## src/rtl/aeh_pkg.sv

```systemverilog
// shared constants and types for the axis encoder, homing and limit ends
package aeh_pkg;

    // ------------------------------------------------------------
    // axis layout
    // ------------------------------------------------------------
    localparam int NUM_AXES = 5;
    localparam int NUM_LIM_AXES = 4;
    localparam int ROLL_AXIS = 4;
    localparam int AXIS_W = 3;
    localparam logic [AXIS_W-1:0] FIRST_AXIS = 3'h0;
    localparam logic [AXIS_W-1:0] LAST_AXIS = 3'h4;

    // ------------------------------------------------------------
    // encoder geometry
    // ------------------------------------------------------------
    localparam int SLOTS_PER_REV = 512;
    localparam int COUNTS_PER_SLOT = 4;
    localparam int PHASE_W = 11;
    localparam logic [PHASE_W-1:0] PHASE_MAX = PHASE_W'(SLOTS_PER_REV * COUNTS_PER_SLOT - 1);
    localparam logic [PHASE_W-1:0] PHASE_ZERO = 11'h000;
    localparam logic [PHASE_W-1:0] PHASE_ONE = 11'h001;
    // quadrature phase steps as seen by the decoder
    localparam logic [1:0] QSTEP_NONE = 2'h0;
    localparam logic [1:0] QSTEP_UP = 2'h1;
    localparam logic [1:0] QSTEP_DOWN = 2'h3;

    // ------------------------------------------------------------
    // position counter
    // ------------------------------------------------------------
    localparam int POS_W = 24;
    localparam logic signed [POS_W-1:0] POS_ONE = 24'sh000001;
    localparam logic signed [POS_W-1:0] POS_RESET = 24'sh000000;
    localparam logic signed [POS_W-1:0] HOME_REF = 24'sh000000;
    // soft travel window for the endless roll axis, in quadrature counts
    localparam logic signed [POS_W-1:0] ROLL_POS_MAX = 24'sh00c800;
    localparam logic signed [POS_W-1:0] ROLL_POS_MIN = -24'sh00c800;

    // ------------------------------------------------------------
    // controller states
    // ------------------------------------------------------------
    typedef enum logic [1:0] {
        ST_CONTROL_OFF,
        ST_CONTROL_ON,
        ST_HOME_SEEK,
        ST_HOME_INDEX
    } aeh_state_t;

endpackage : aeh_pkg

```

## src/rtl/aeh_link_if.sv

```systemverilog
// link between the arm-side logic and the motion controller
`timescale 1ns/10ps
`default_nettype none
interface aeh_link_if;
    import aeh_pkg::*;

    // encoder and switch signals toward the controller
    logic [NUM_AXES-1:0] enc_a;
    logic [NUM_AXES-1:0] enc_b;
    logic [NUM_AXES-1:0] enc_idx;
    logic [NUM_AXES-1:0] home_det;
    logic [NUM_AXES-1:0] lim_hit;
    // motor drive requests toward the arm
    logic [NUM_AXES-1:0] drv_pos;
    logic [NUM_AXES-1:0] drv_neg;

    modport dev (
        output enc_a,
        output enc_b,
        output enc_idx,
        output home_det,
        output lim_hit,
        input drv_pos,
        input drv_neg
    );

    modport ctl (
        input enc_a,
        input enc_b,
        input enc_idx,
        input home_det,
        input lim_hit,
        output drv_pos,
        output drv_neg
    );

endinterface : aeh_link_if
`default_nettype wire

```

## src/rtl/aeh_ctl_end.sv

```systemverilog
// motion controller end: quadrature decode, homing sequence, control on/off
`timescale 1ns/10ps
`default_nettype none
module aeh_ctl_end (
    // clock and reset
    input wire logic ref_clk_i,
    input wire logic rstn_i,
    // link to the arm
    aeh_link_if.ctl link,
    // operator commands
    input wire logic con_req_i,
    input wire logic control_off_state_req_i,
    input wire logic home_req_i,
    input wire logic [aeh_pkg::NUM_AXES-1:0] jog_pos_i,
    input wire logic [aeh_pkg::NUM_AXES-1:0] jog_neg_i,
    // protection inputs
    input wire logic impact_i,
    input wire logic thermal_i,
    // status
    output logic control_on_o,
    output logic homing_o,
    output logic [aeh_pkg::AXIS_W-1:0] home_axis_o,
    output logic [aeh_pkg::NUM_AXES-1:0] homed_o,
    output logic error_o,
    output logic impact_msg_o,
    output logic [aeh_pkg::NUM_AXES-1:0][aeh_pkg::POS_W-1:0] position_o
);
    import aeh_pkg::*;

    // ------------------------------------------------------------
    // edge history
    // ------------------------------------------------------------
    logic [NUM_AXES-1:0] a_prev_reg;
    logic [NUM_AXES-1:0] b_prev_reg;
    logic [NUM_AXES-1:0] idx_prev_reg;
    logic [NUM_AXES-1:0] lim_prev_reg;

    always_ff @(posedge ref_clk_i or negedge rstn_i)
    begin
        if (!rstn_i)
        begin
            a_prev_reg <= '0;
            b_prev_reg <= '0;
            idx_prev_reg <= '0;
            lim_prev_reg <= '0;
        end
        else
        begin
            a_prev_reg <= link.enc_a;
            b_prev_reg <= link.enc_b;
            idx_prev_reg <= link.enc_idx;
            lim_prev_reg <= link.lim_hit;
        end
    end

    // ------------------------------------------------------------
    // sequencer state
    // ------------------------------------------------------------
    aeh_state_t state_reg;
    aeh_state_t state_next;
    logic [AXIS_W-1:0] axis_reg;
    logic [AXIS_W-1:0] axis_next;
    logic [NUM_AXES-1:0] homed_reg;
    logic [NUM_AXES-1:0] homed_next;
    logic error_reg;
    logic error_next;
    logic msg_reg;
    logic msg_next;
    logic [NUM_AXES-1:0] load_home;
    logic [NUM_AXES-1:0] idx_rise;
    logic fault;

    assign idx_rise = link.enc_idx & ~idx_prev_reg;
    // a newly closed switch faults once; holding it pressed lets recovery proceed
    assign fault = (|(link.lim_hit & ~lim_prev_reg)) || impact_i || thermal_i;

    always_comb
    begin
        state_next = state_reg;
        axis_next = axis_reg;
        homed_next = homed_reg;
        error_next = error_reg;
        msg_next = 1'b0;
        load_home = '0;
        case (state_reg)
            ST_CONTROL_OFF:
            begin
                // drive comes back only through an explicit control-on request
                if (con_req_i && !fault)
                begin
                    state_next = ST_CONTROL_ON;
                    error_next = 1'b0;
                end
            end
            ST_CONTROL_ON:
            begin
                if (home_req_i)
                begin
                    state_next = ST_HOME_SEEK;
                    axis_next = FIRST_AXIS;
                    homed_next = '0;
                end
            end
            ST_HOME_SEEK:
            begin
                if (link.home_det[axis_reg])
                    state_next = ST_HOME_INDEX;
            end
            ST_HOME_INDEX:
            begin
                if (idx_rise[axis_reg])
                begin
                    load_home[axis_reg] = 1'b1;
                    homed_next[axis_reg] = 1'b1;
                    if (axis_reg == LAST_AXIS)
                        state_next = ST_CONTROL_ON;
                    else
                    begin
                        axis_next = axis_reg + 3'h1;
                        state_next = ST_HOME_SEEK;
                    end
                end
            end
            default:
            begin
                state_next = ST_CONTROL_OFF;
            end
        endcase
        // protection and the operator's off request win over any step
        if (fault)
        begin
            state_next = ST_CONTROL_OFF;
            error_next = 1'b1;
            msg_next = 1'b1;
            load_home = '0;
        end
        else if (control_off_state_req_i)
        begin
            state_next = ST_CONTROL_OFF;
            load_home = '0;
        end
    end

    always_ff @(posedge ref_clk_i or negedge rstn_i)
    begin
        if (!rstn_i)
        begin
            state_reg <= ST_CONTROL_OFF;
            axis_reg <= FIRST_AXIS;
            homed_reg <= '0;
            error_reg <= 1'b0;
            msg_reg <= 1'b0;
        end
        else
        begin
            state_reg <= state_next;
            axis_reg <= axis_next;
            homed_reg <= homed_next;
            error_reg <= error_next;
            msg_reg <= msg_next;
        end
    end

    // ------------------------------------------------------------
    // per-axis decode, position and drive
    // ------------------------------------------------------------
    logic signed [POS_W-1:0] pos_reg [NUM_AXES];
    logic signed [POS_W-1:0] pos_next [NUM_AXES];
    logic [NUM_AXES-1:0] dpos_next;
    logic [NUM_AXES-1:0] dneg_next;
    logic [NUM_AXES-1:0] dpos_reg;
    logic [NUM_AXES-1:0] dneg_reg;

    genvar ax;
    generate
        for (ax = 0; ax < NUM_AXES; ax++)
        begin : g_axis
            logic [1:0] ph_old;
            logic [1:0] ph_new;
            logic [1:0] step;
            logic soft_pos_ok;
            logic soft_neg_ok;

            // gray AB to a two-bit phase, so one legal edge is plus or minus one
            assign ph_old = {b_prev_reg[ax], a_prev_reg[ax] ^ b_prev_reg[ax]};
            assign ph_new = {link.enc_b[ax], link.enc_a[ax] ^ link.enc_b[ax]};
            assign step = ph_new - ph_old;

            always_comb
            begin
                pos_next[ax] = pos_reg[ax];
                if (load_home[ax])
                    pos_next[ax] = HOME_REF;
                else if (step == QSTEP_UP)
                    pos_next[ax] = pos_reg[ax] + POS_ONE;
                else if (step == QSTEP_DOWN)
                    pos_next[ax] = pos_reg[ax] - POS_ONE;
                // a jump of two phases is illegal and leaves the count alone
            end

            // only the roll axis needs a soft window; it has no switches to lean on
            if (ax == ROLL_AXIS)
            begin : g_soft
                assign soft_pos_ok = !homed_reg[ax] || (pos_reg[ax] < ROLL_POS_MAX);
                assign soft_neg_ok = !homed_reg[ax] || (pos_reg[ax] > ROLL_POS_MIN);
            end
            else
            begin : g_nosoft
                assign soft_pos_ok = 1'b1;
                assign soft_neg_ok = 1'b1;
            end

            always_comb
            begin
                dpos_next[ax] = 1'b0;
                dneg_next[ax] = 1'b0;
                case (state_next)
                    ST_CONTROL_ON:
                    begin
                        dpos_next[ax] = jog_pos_i[ax] && !jog_neg_i[ax] && soft_pos_ok;
                        dneg_next[ax] = jog_neg_i[ax] && !jog_pos_i[ax] && soft_neg_ok;
                    end
                    ST_HOME_SEEK, ST_HOME_INDEX:
                    begin
                        dpos_next[ax] = (axis_next == AXIS_W'(ax));
                    end
                    default:
                    begin
                        dpos_next[ax] = 1'b0;
                    end
                endcase
            end

            always_ff @(posedge ref_clk_i or negedge rstn_i)
            begin
                if (!rstn_i)
                    pos_reg[ax] <= POS_RESET;
                else
                    pos_reg[ax] <= pos_next[ax];
            end

            assign position_o[ax] = pos_reg[ax];
        end
    endgenerate

    always_ff @(posedge ref_clk_i or negedge rstn_i)
    begin
        if (!rstn_i)
        begin
            dpos_reg <= '0;
            dneg_reg <= '0;
        end
        else
        begin
            dpos_reg <= dpos_next;
            dneg_reg <= dneg_next;
        end
    end

    // ------------------------------------------------------------
    // outputs
    // ------------------------------------------------------------
    assign link.drv_pos = dpos_reg;
    assign link.drv_neg = dneg_reg;
    assign control_on_o = (state_reg != ST_CONTROL_OFF);
    assign homing_o = (state_reg == ST_HOME_SEEK) || (state_reg == ST_HOME_INDEX);
    assign home_axis_o = axis_reg;
    assign homed_o = homed_reg;
    assign error_o = error_reg;
    assign impact_msg_o = msg_reg;

endmodule : aeh_ctl_end
`default_nettype wire

```

## src/flat_wrapper.sv

```systemverilog
// flat-port wrapper written by rule: the top's interface ports become plain ports
module aeh_ctl_end_flat import aeh_pkg::*;
  (ref_clk_i, rstn_i, con_req_i, control_off_state_req_i, home_req_i, jog_pos_i, jog_neg_i, impact_i, thermal_i, control_on_o, homing_o, home_axis_o, homed_o, error_o, impact_msg_o, position_o, link_enc_a, link_enc_b, link_enc_idx, link_home_det, link_lim_hit, link_drv_pos, link_drv_neg);
  aeh_link_if link_i ();
  input wire logic ref_clk_i;
  input wire logic rstn_i;
  input wire logic con_req_i;
  input wire logic control_off_state_req_i;
  input wire logic home_req_i;
  input wire logic [aeh_pkg::NUM_AXES-1:0] jog_pos_i;
  input wire logic [aeh_pkg::NUM_AXES-1:0] jog_neg_i;
  input wire logic impact_i;
  input wire logic thermal_i;
  output logic control_on_o;
  output logic homing_o;
  output logic [aeh_pkg::AXIS_W-1:0] home_axis_o;
  output logic [aeh_pkg::NUM_AXES-1:0] homed_o;
  output logic error_o;
  output logic impact_msg_o;
  output logic [aeh_pkg::NUM_AXES-1:0][aeh_pkg::POS_W-1:0] position_o;
  input wire logic [$bits(link_i.enc_a)-1:0] link_enc_a;
  input wire logic [$bits(link_i.enc_b)-1:0] link_enc_b;
  input wire logic [$bits(link_i.enc_idx)-1:0] link_enc_idx;
  input wire logic [$bits(link_i.home_det)-1:0] link_home_det;
  input wire logic [$bits(link_i.lim_hit)-1:0] link_lim_hit;
  output wire logic [$bits(link_i.drv_pos)-1:0] link_drv_pos;
  output wire logic [$bits(link_i.drv_neg)-1:0] link_drv_neg;
  assign link_i.enc_a = link_enc_a;
  assign link_i.enc_b = link_enc_b;
  assign link_i.enc_idx = link_enc_idx;
  assign link_i.home_det = link_home_det;
  assign link_i.lim_hit = link_lim_hit;
  assign link_drv_pos = link_i.drv_pos;
  assign link_drv_neg = link_i.drv_neg;
  aeh_ctl_end u_core (.ref_clk_i(ref_clk_i), .rstn_i(rstn_i), .link(link_i), .con_req_i(con_req_i), .control_off_state_req_i(control_off_state_req_i), .home_req_i(home_req_i), .jog_pos_i(jog_pos_i), .jog_neg_i(jog_neg_i), .impact_i(impact_i), .thermal_i(thermal_i), .control_on_o(control_on_o), .homing_o(homing_o), .home_axis_o(home_axis_o), .homed_o(homed_o), .error_o(error_o), .impact_msg_o(impact_msg_o), .position_o(position_o));
endmodule
```

## config.mk

```make
export PLATFORM = sky130hd
export DESIGN_NAME = aeh_ctl_end_flat
export DESIGN_NICKNAME = d
export VERILOG_FILES = /design/src/rtl/aeh_pkg.sv /design/src/rtl/aeh_link_if.sv /design/src/rtl/aeh_ctl_end.sv /design/src/flat_wrapper.sv
export SDC_FILE = /design/constraint.sdc
export NUM_CORES = 1
export LEC_CHECK = 0
export BUFFER_PORTS_ARGS = -buffer_cell sky130_fd_sc_hd__buf_2
export CAP_MARGIN = 20
export CORE_MARGIN = 2
export CORE_UTILIZATION = 50
export CTS_CLUSTER_DIAMETER = 30
export DETAILED_ROUTE_END_ITERATION = 7
export GPL_ROUTABILITY_DRIVEN = 0
export PLACE_DENSITY = 0.81
export SLEW_MARGIN = 15
export SYNTH_ARGS = -nofsm -noshare
export SYNTH_HDL_FRONTEND = slang
export SYNTH_SLANG_ARGS = --single-unit
```

## constraint.sdc

```tcl
create_clock -name ref_clk_i -period 3.6 [get_ports ref_clk_i]
set_input_delay 0.18 -clock ref_clk_i [delete_from_list [all_inputs] [get_ports ref_clk_i]]
set_output_delay 0.18 -clock ref_clk_i [all_outputs]
set_load 0.03 [all_outputs]
```

==> impl_metrics.py <==
metrics = {
    "floorplanning": {
        "start_util_pct": 51.0,
        "num_io_pins": 184,
        "core_area_um2": 24300,
        "die_area_um2": 26100,
        "die_h_um": 162,
        "rows": 57,
        "fp.dieW_um": 162,
    },
    "logic_synthesis": {
        "synth_area_leader_cell": "dfrtp_1",
        "syn_inst": 1431,
        "synth_edf_count": 0,
        "syn_area_um2": 12400,
        "synth_top_flop_cell": "dfrtp_1",
        "synth_top_area_share_pct": 32.7,
        "yosysSeqAreaShare_pct": 32.7,
        "synth_area_leaders": "dfrtp_1 (33%), ha_1 (12%), a21oi_1 (6.1%)",
        "synth.avg_cell_area_um2": 8.67,
        "synth_seq_cells": 162,
        "synth-async-reset-ratio_pct": 100,
        "ys_types": 88,
        "yosys_warnings": 0,
        "syn_nets": 1598,
    },
    "layout": {
        "seq_area_um2": 4050,
        "layout.nets": 1884,
        "fillCellCount": 1889,
        "multi_input_area_um2": 8620,
        "utilization_pct": 65.7,
        "area_growth_pct": 28.8,
        "stdcell_count": 2054,
        "drive_above_1_share_pct": 26.7,
        "largest_reg_flops": 120,
    },
    "clock_network": {
        "clk_pin_slew_ns": 0.06,
        "clock_path_buffers": 2,
        "cts_buffers": 17,
        "clkLatencyLatePin_ns": 0.43,
        "cts_tree": "built",
        "htreeDepth": 4,
        "cts-root-buf": "clkbuf_16",
        "cts_num_sinks": 162,
    },
    "sta": {
        "slew-limit-headroom_pct": 34.3,
        "period_minus_slack_ns": 3.70,
        "final.setup.tns_ns": -0.350,
        "worst_slack_ns": -0.103,
        "final_max_slew_viol_count": 0,
        "hold_viol_final": 0,
        "finalSetupViolations": 5,
        "finClkSkew_ns": 0.0162,
        "rsz0062_at_grt": "true",
        "tightestPinTransition_ns": 0.986,
        "post-route-period-util_pct": 103,
        "fmax_ghz": 0.270,
    },
    "detailed_routing": {
        "wl_per_cell_um": 17.5,
        "drcViolationCount": 0,
        "drtIter0Drc": 996,
        "ant_nets": 0,
        "routed_wirelength_mm": 36.0,
        "via_per_inst": 5.94,
        "drt-pass1-iter-count": 5,
        "num_vias": 12200,
    },
    "global_route": {
        "grt.total_usage_pct": 24.7,
        "grt_pass1_wl_mm": 53.5,
        "antenna_found_initial": 2,
        "grt_max_degree": 104,
        "grt_pass1_vias": 11100,
        "grt.overflow.total": 0,
    },
    "critical_path": {
        "slowest_delay_ns": 0.41,
        "critPathRequiredTime_ns": 3.95,
        "cp_max_fo": 6,
        "slowest_stage": "dfrtp_1",
        "worstPathArrival_ns": 4.06,
        "critPathLaunchType": "flip-flop",
        "crit_top_cell": "a21o_1",
        "path_buf_inv": 3,
        "crit_type": "reg -> reg",
        "crit_chain": "xor2_1 > ha_2 > xnor2_2 > xnor2_1 > nor2_2 > buf_6 > inv_8 > buf_6 > ha_4 > a21o_1 > a21o_1 > a21o_1 > a221oi_2 > o32ai_2 > a311oi_2 > xnor2_1 > or3_1 > a21oi_2",
        "critical-path-top-delay-family": "compound AO/OA/AOI/OAI gates",
        "end_kind": "flip-flop",
    },
    "status": {
        "violations": "setup timing",
        "status": "complete, but fails checks",
    },
    "placement": {
        "dpl.hpwl_mm": 23.7,
        "io_buffers": 183,
        "dp.cells": 1961,
        "pre_cts_slack_ns": -0.0835,
    },
    "job": {
        "maxCapViolCount": 0,
    },
    "worst_hold_path": {
        "hp-class": "in -> reg",
    },
}
## path summary, 6_finish.rpt
kind,cells past startpoint,startpoint,slack (ns),endpoint
min reg2reg,1,u_core.error_o,0.48,u_core.error_o
max in group asynchronous,3,rstn_i,2.27,u_core.position_o[24]
max reg2reg,18,u_core.b_prev_reg[3],-0.10,u_core.position_o[95]
min,2,jog_neg_i[2],0.02,u_core.link.drv_neg[2]
min in group asynchronous,2,rstn_i,0.45,u_core.position_o[13]
max,18,u_core.b_prev_reg[3],-0.10,u_core.position_o[95]
## layout make-up
type                    count  area share [%]
inverters                  59            1.45
well taps                 324            2.54
diodes                      2          0.0313
multi-input cells        1155            54.0
repair buffers            321            13.1
clock inverters             9           0.681
clock buffers              21            2.82
repair inverters            1          0.0391
flip-flops and latches    162            25.4
## kinds of logic after synthesis
kind of cell             share of synthesized area (%)
XOR/XNOR                                          7.20
AND/OR/NAND/NOR                                   18.7
AO/OA/AOI/OAI                                     22.3
multiplexers                                      2.69
buffers and inverters                             3.57
adder cells (fa/ha/maj)                           12.9
flip-flops                                        32.7
## per-layer routing
metal | global-route usage [%] | up-vias | part of all wire [%]
li1 | - | 5776 | -
met1 | 31.8 | 5915 | 42
met2 | 43.0 | 426 | 50
met3 | 3.26 | 86 | 5.2
met4 | 8.40 | 0 | 3.1
met5 | 0 | - | 0
## layout by cell type (no fill, tap or decap), types with 29 or more instances in the layout
cell and count:
a21o_1 44, a21oi_1 141, buf_2 181, buf_4 98, dfrtp_1 162, dlygate4sd3_1 29
ha_1 86, inv_1 53, mux2i_1 30, nand2_1 84, nand3_1 33, nor2_1 177
nor3_1 33, o21ai_0 42, xnor2_1 61, xor2_1 35
## through the flow
step	instance area (um2)	hold slack [ns]
2_1_floorplan	12400	-0.116
3_3_place_gp	14100	0.302
3_5_place_dp	14100	0.304
4_1_cts	15000	0.000462
5_1_grt	16000	0.00475
6_report	16000	0.0194
## synth_stat cells (20+ instances only)
cell type,instances
o21ai_0,58
nand2_1,85
a21o_1,44
xor2_1,36
clkbuf_1,39
ha_1,120
dfrtp_1,162
a21oi_1,151
nand2b_1,20
a211oi_1,23
xnor2_1,66
nor2_1,180
inv_1,58
mux2i_1,30
nand3_1,35
nor3_1,35
nor2b_1,22
## timing repair
item | CTS | global route
endpoints found under the setup margin | 7 | 43
setup buffers | 4 | 29
pin swaps | 5 | 68
gates resized for setup | 7 | 153
cloned | 0 | 1
hold buffers | 28 | 1
endpoints found under the hold margin | 128 | 1
Power is left out: the tool's default activity adds up to more than one toggle a clock period on the data nets, which glitch-free logic cannot reach.
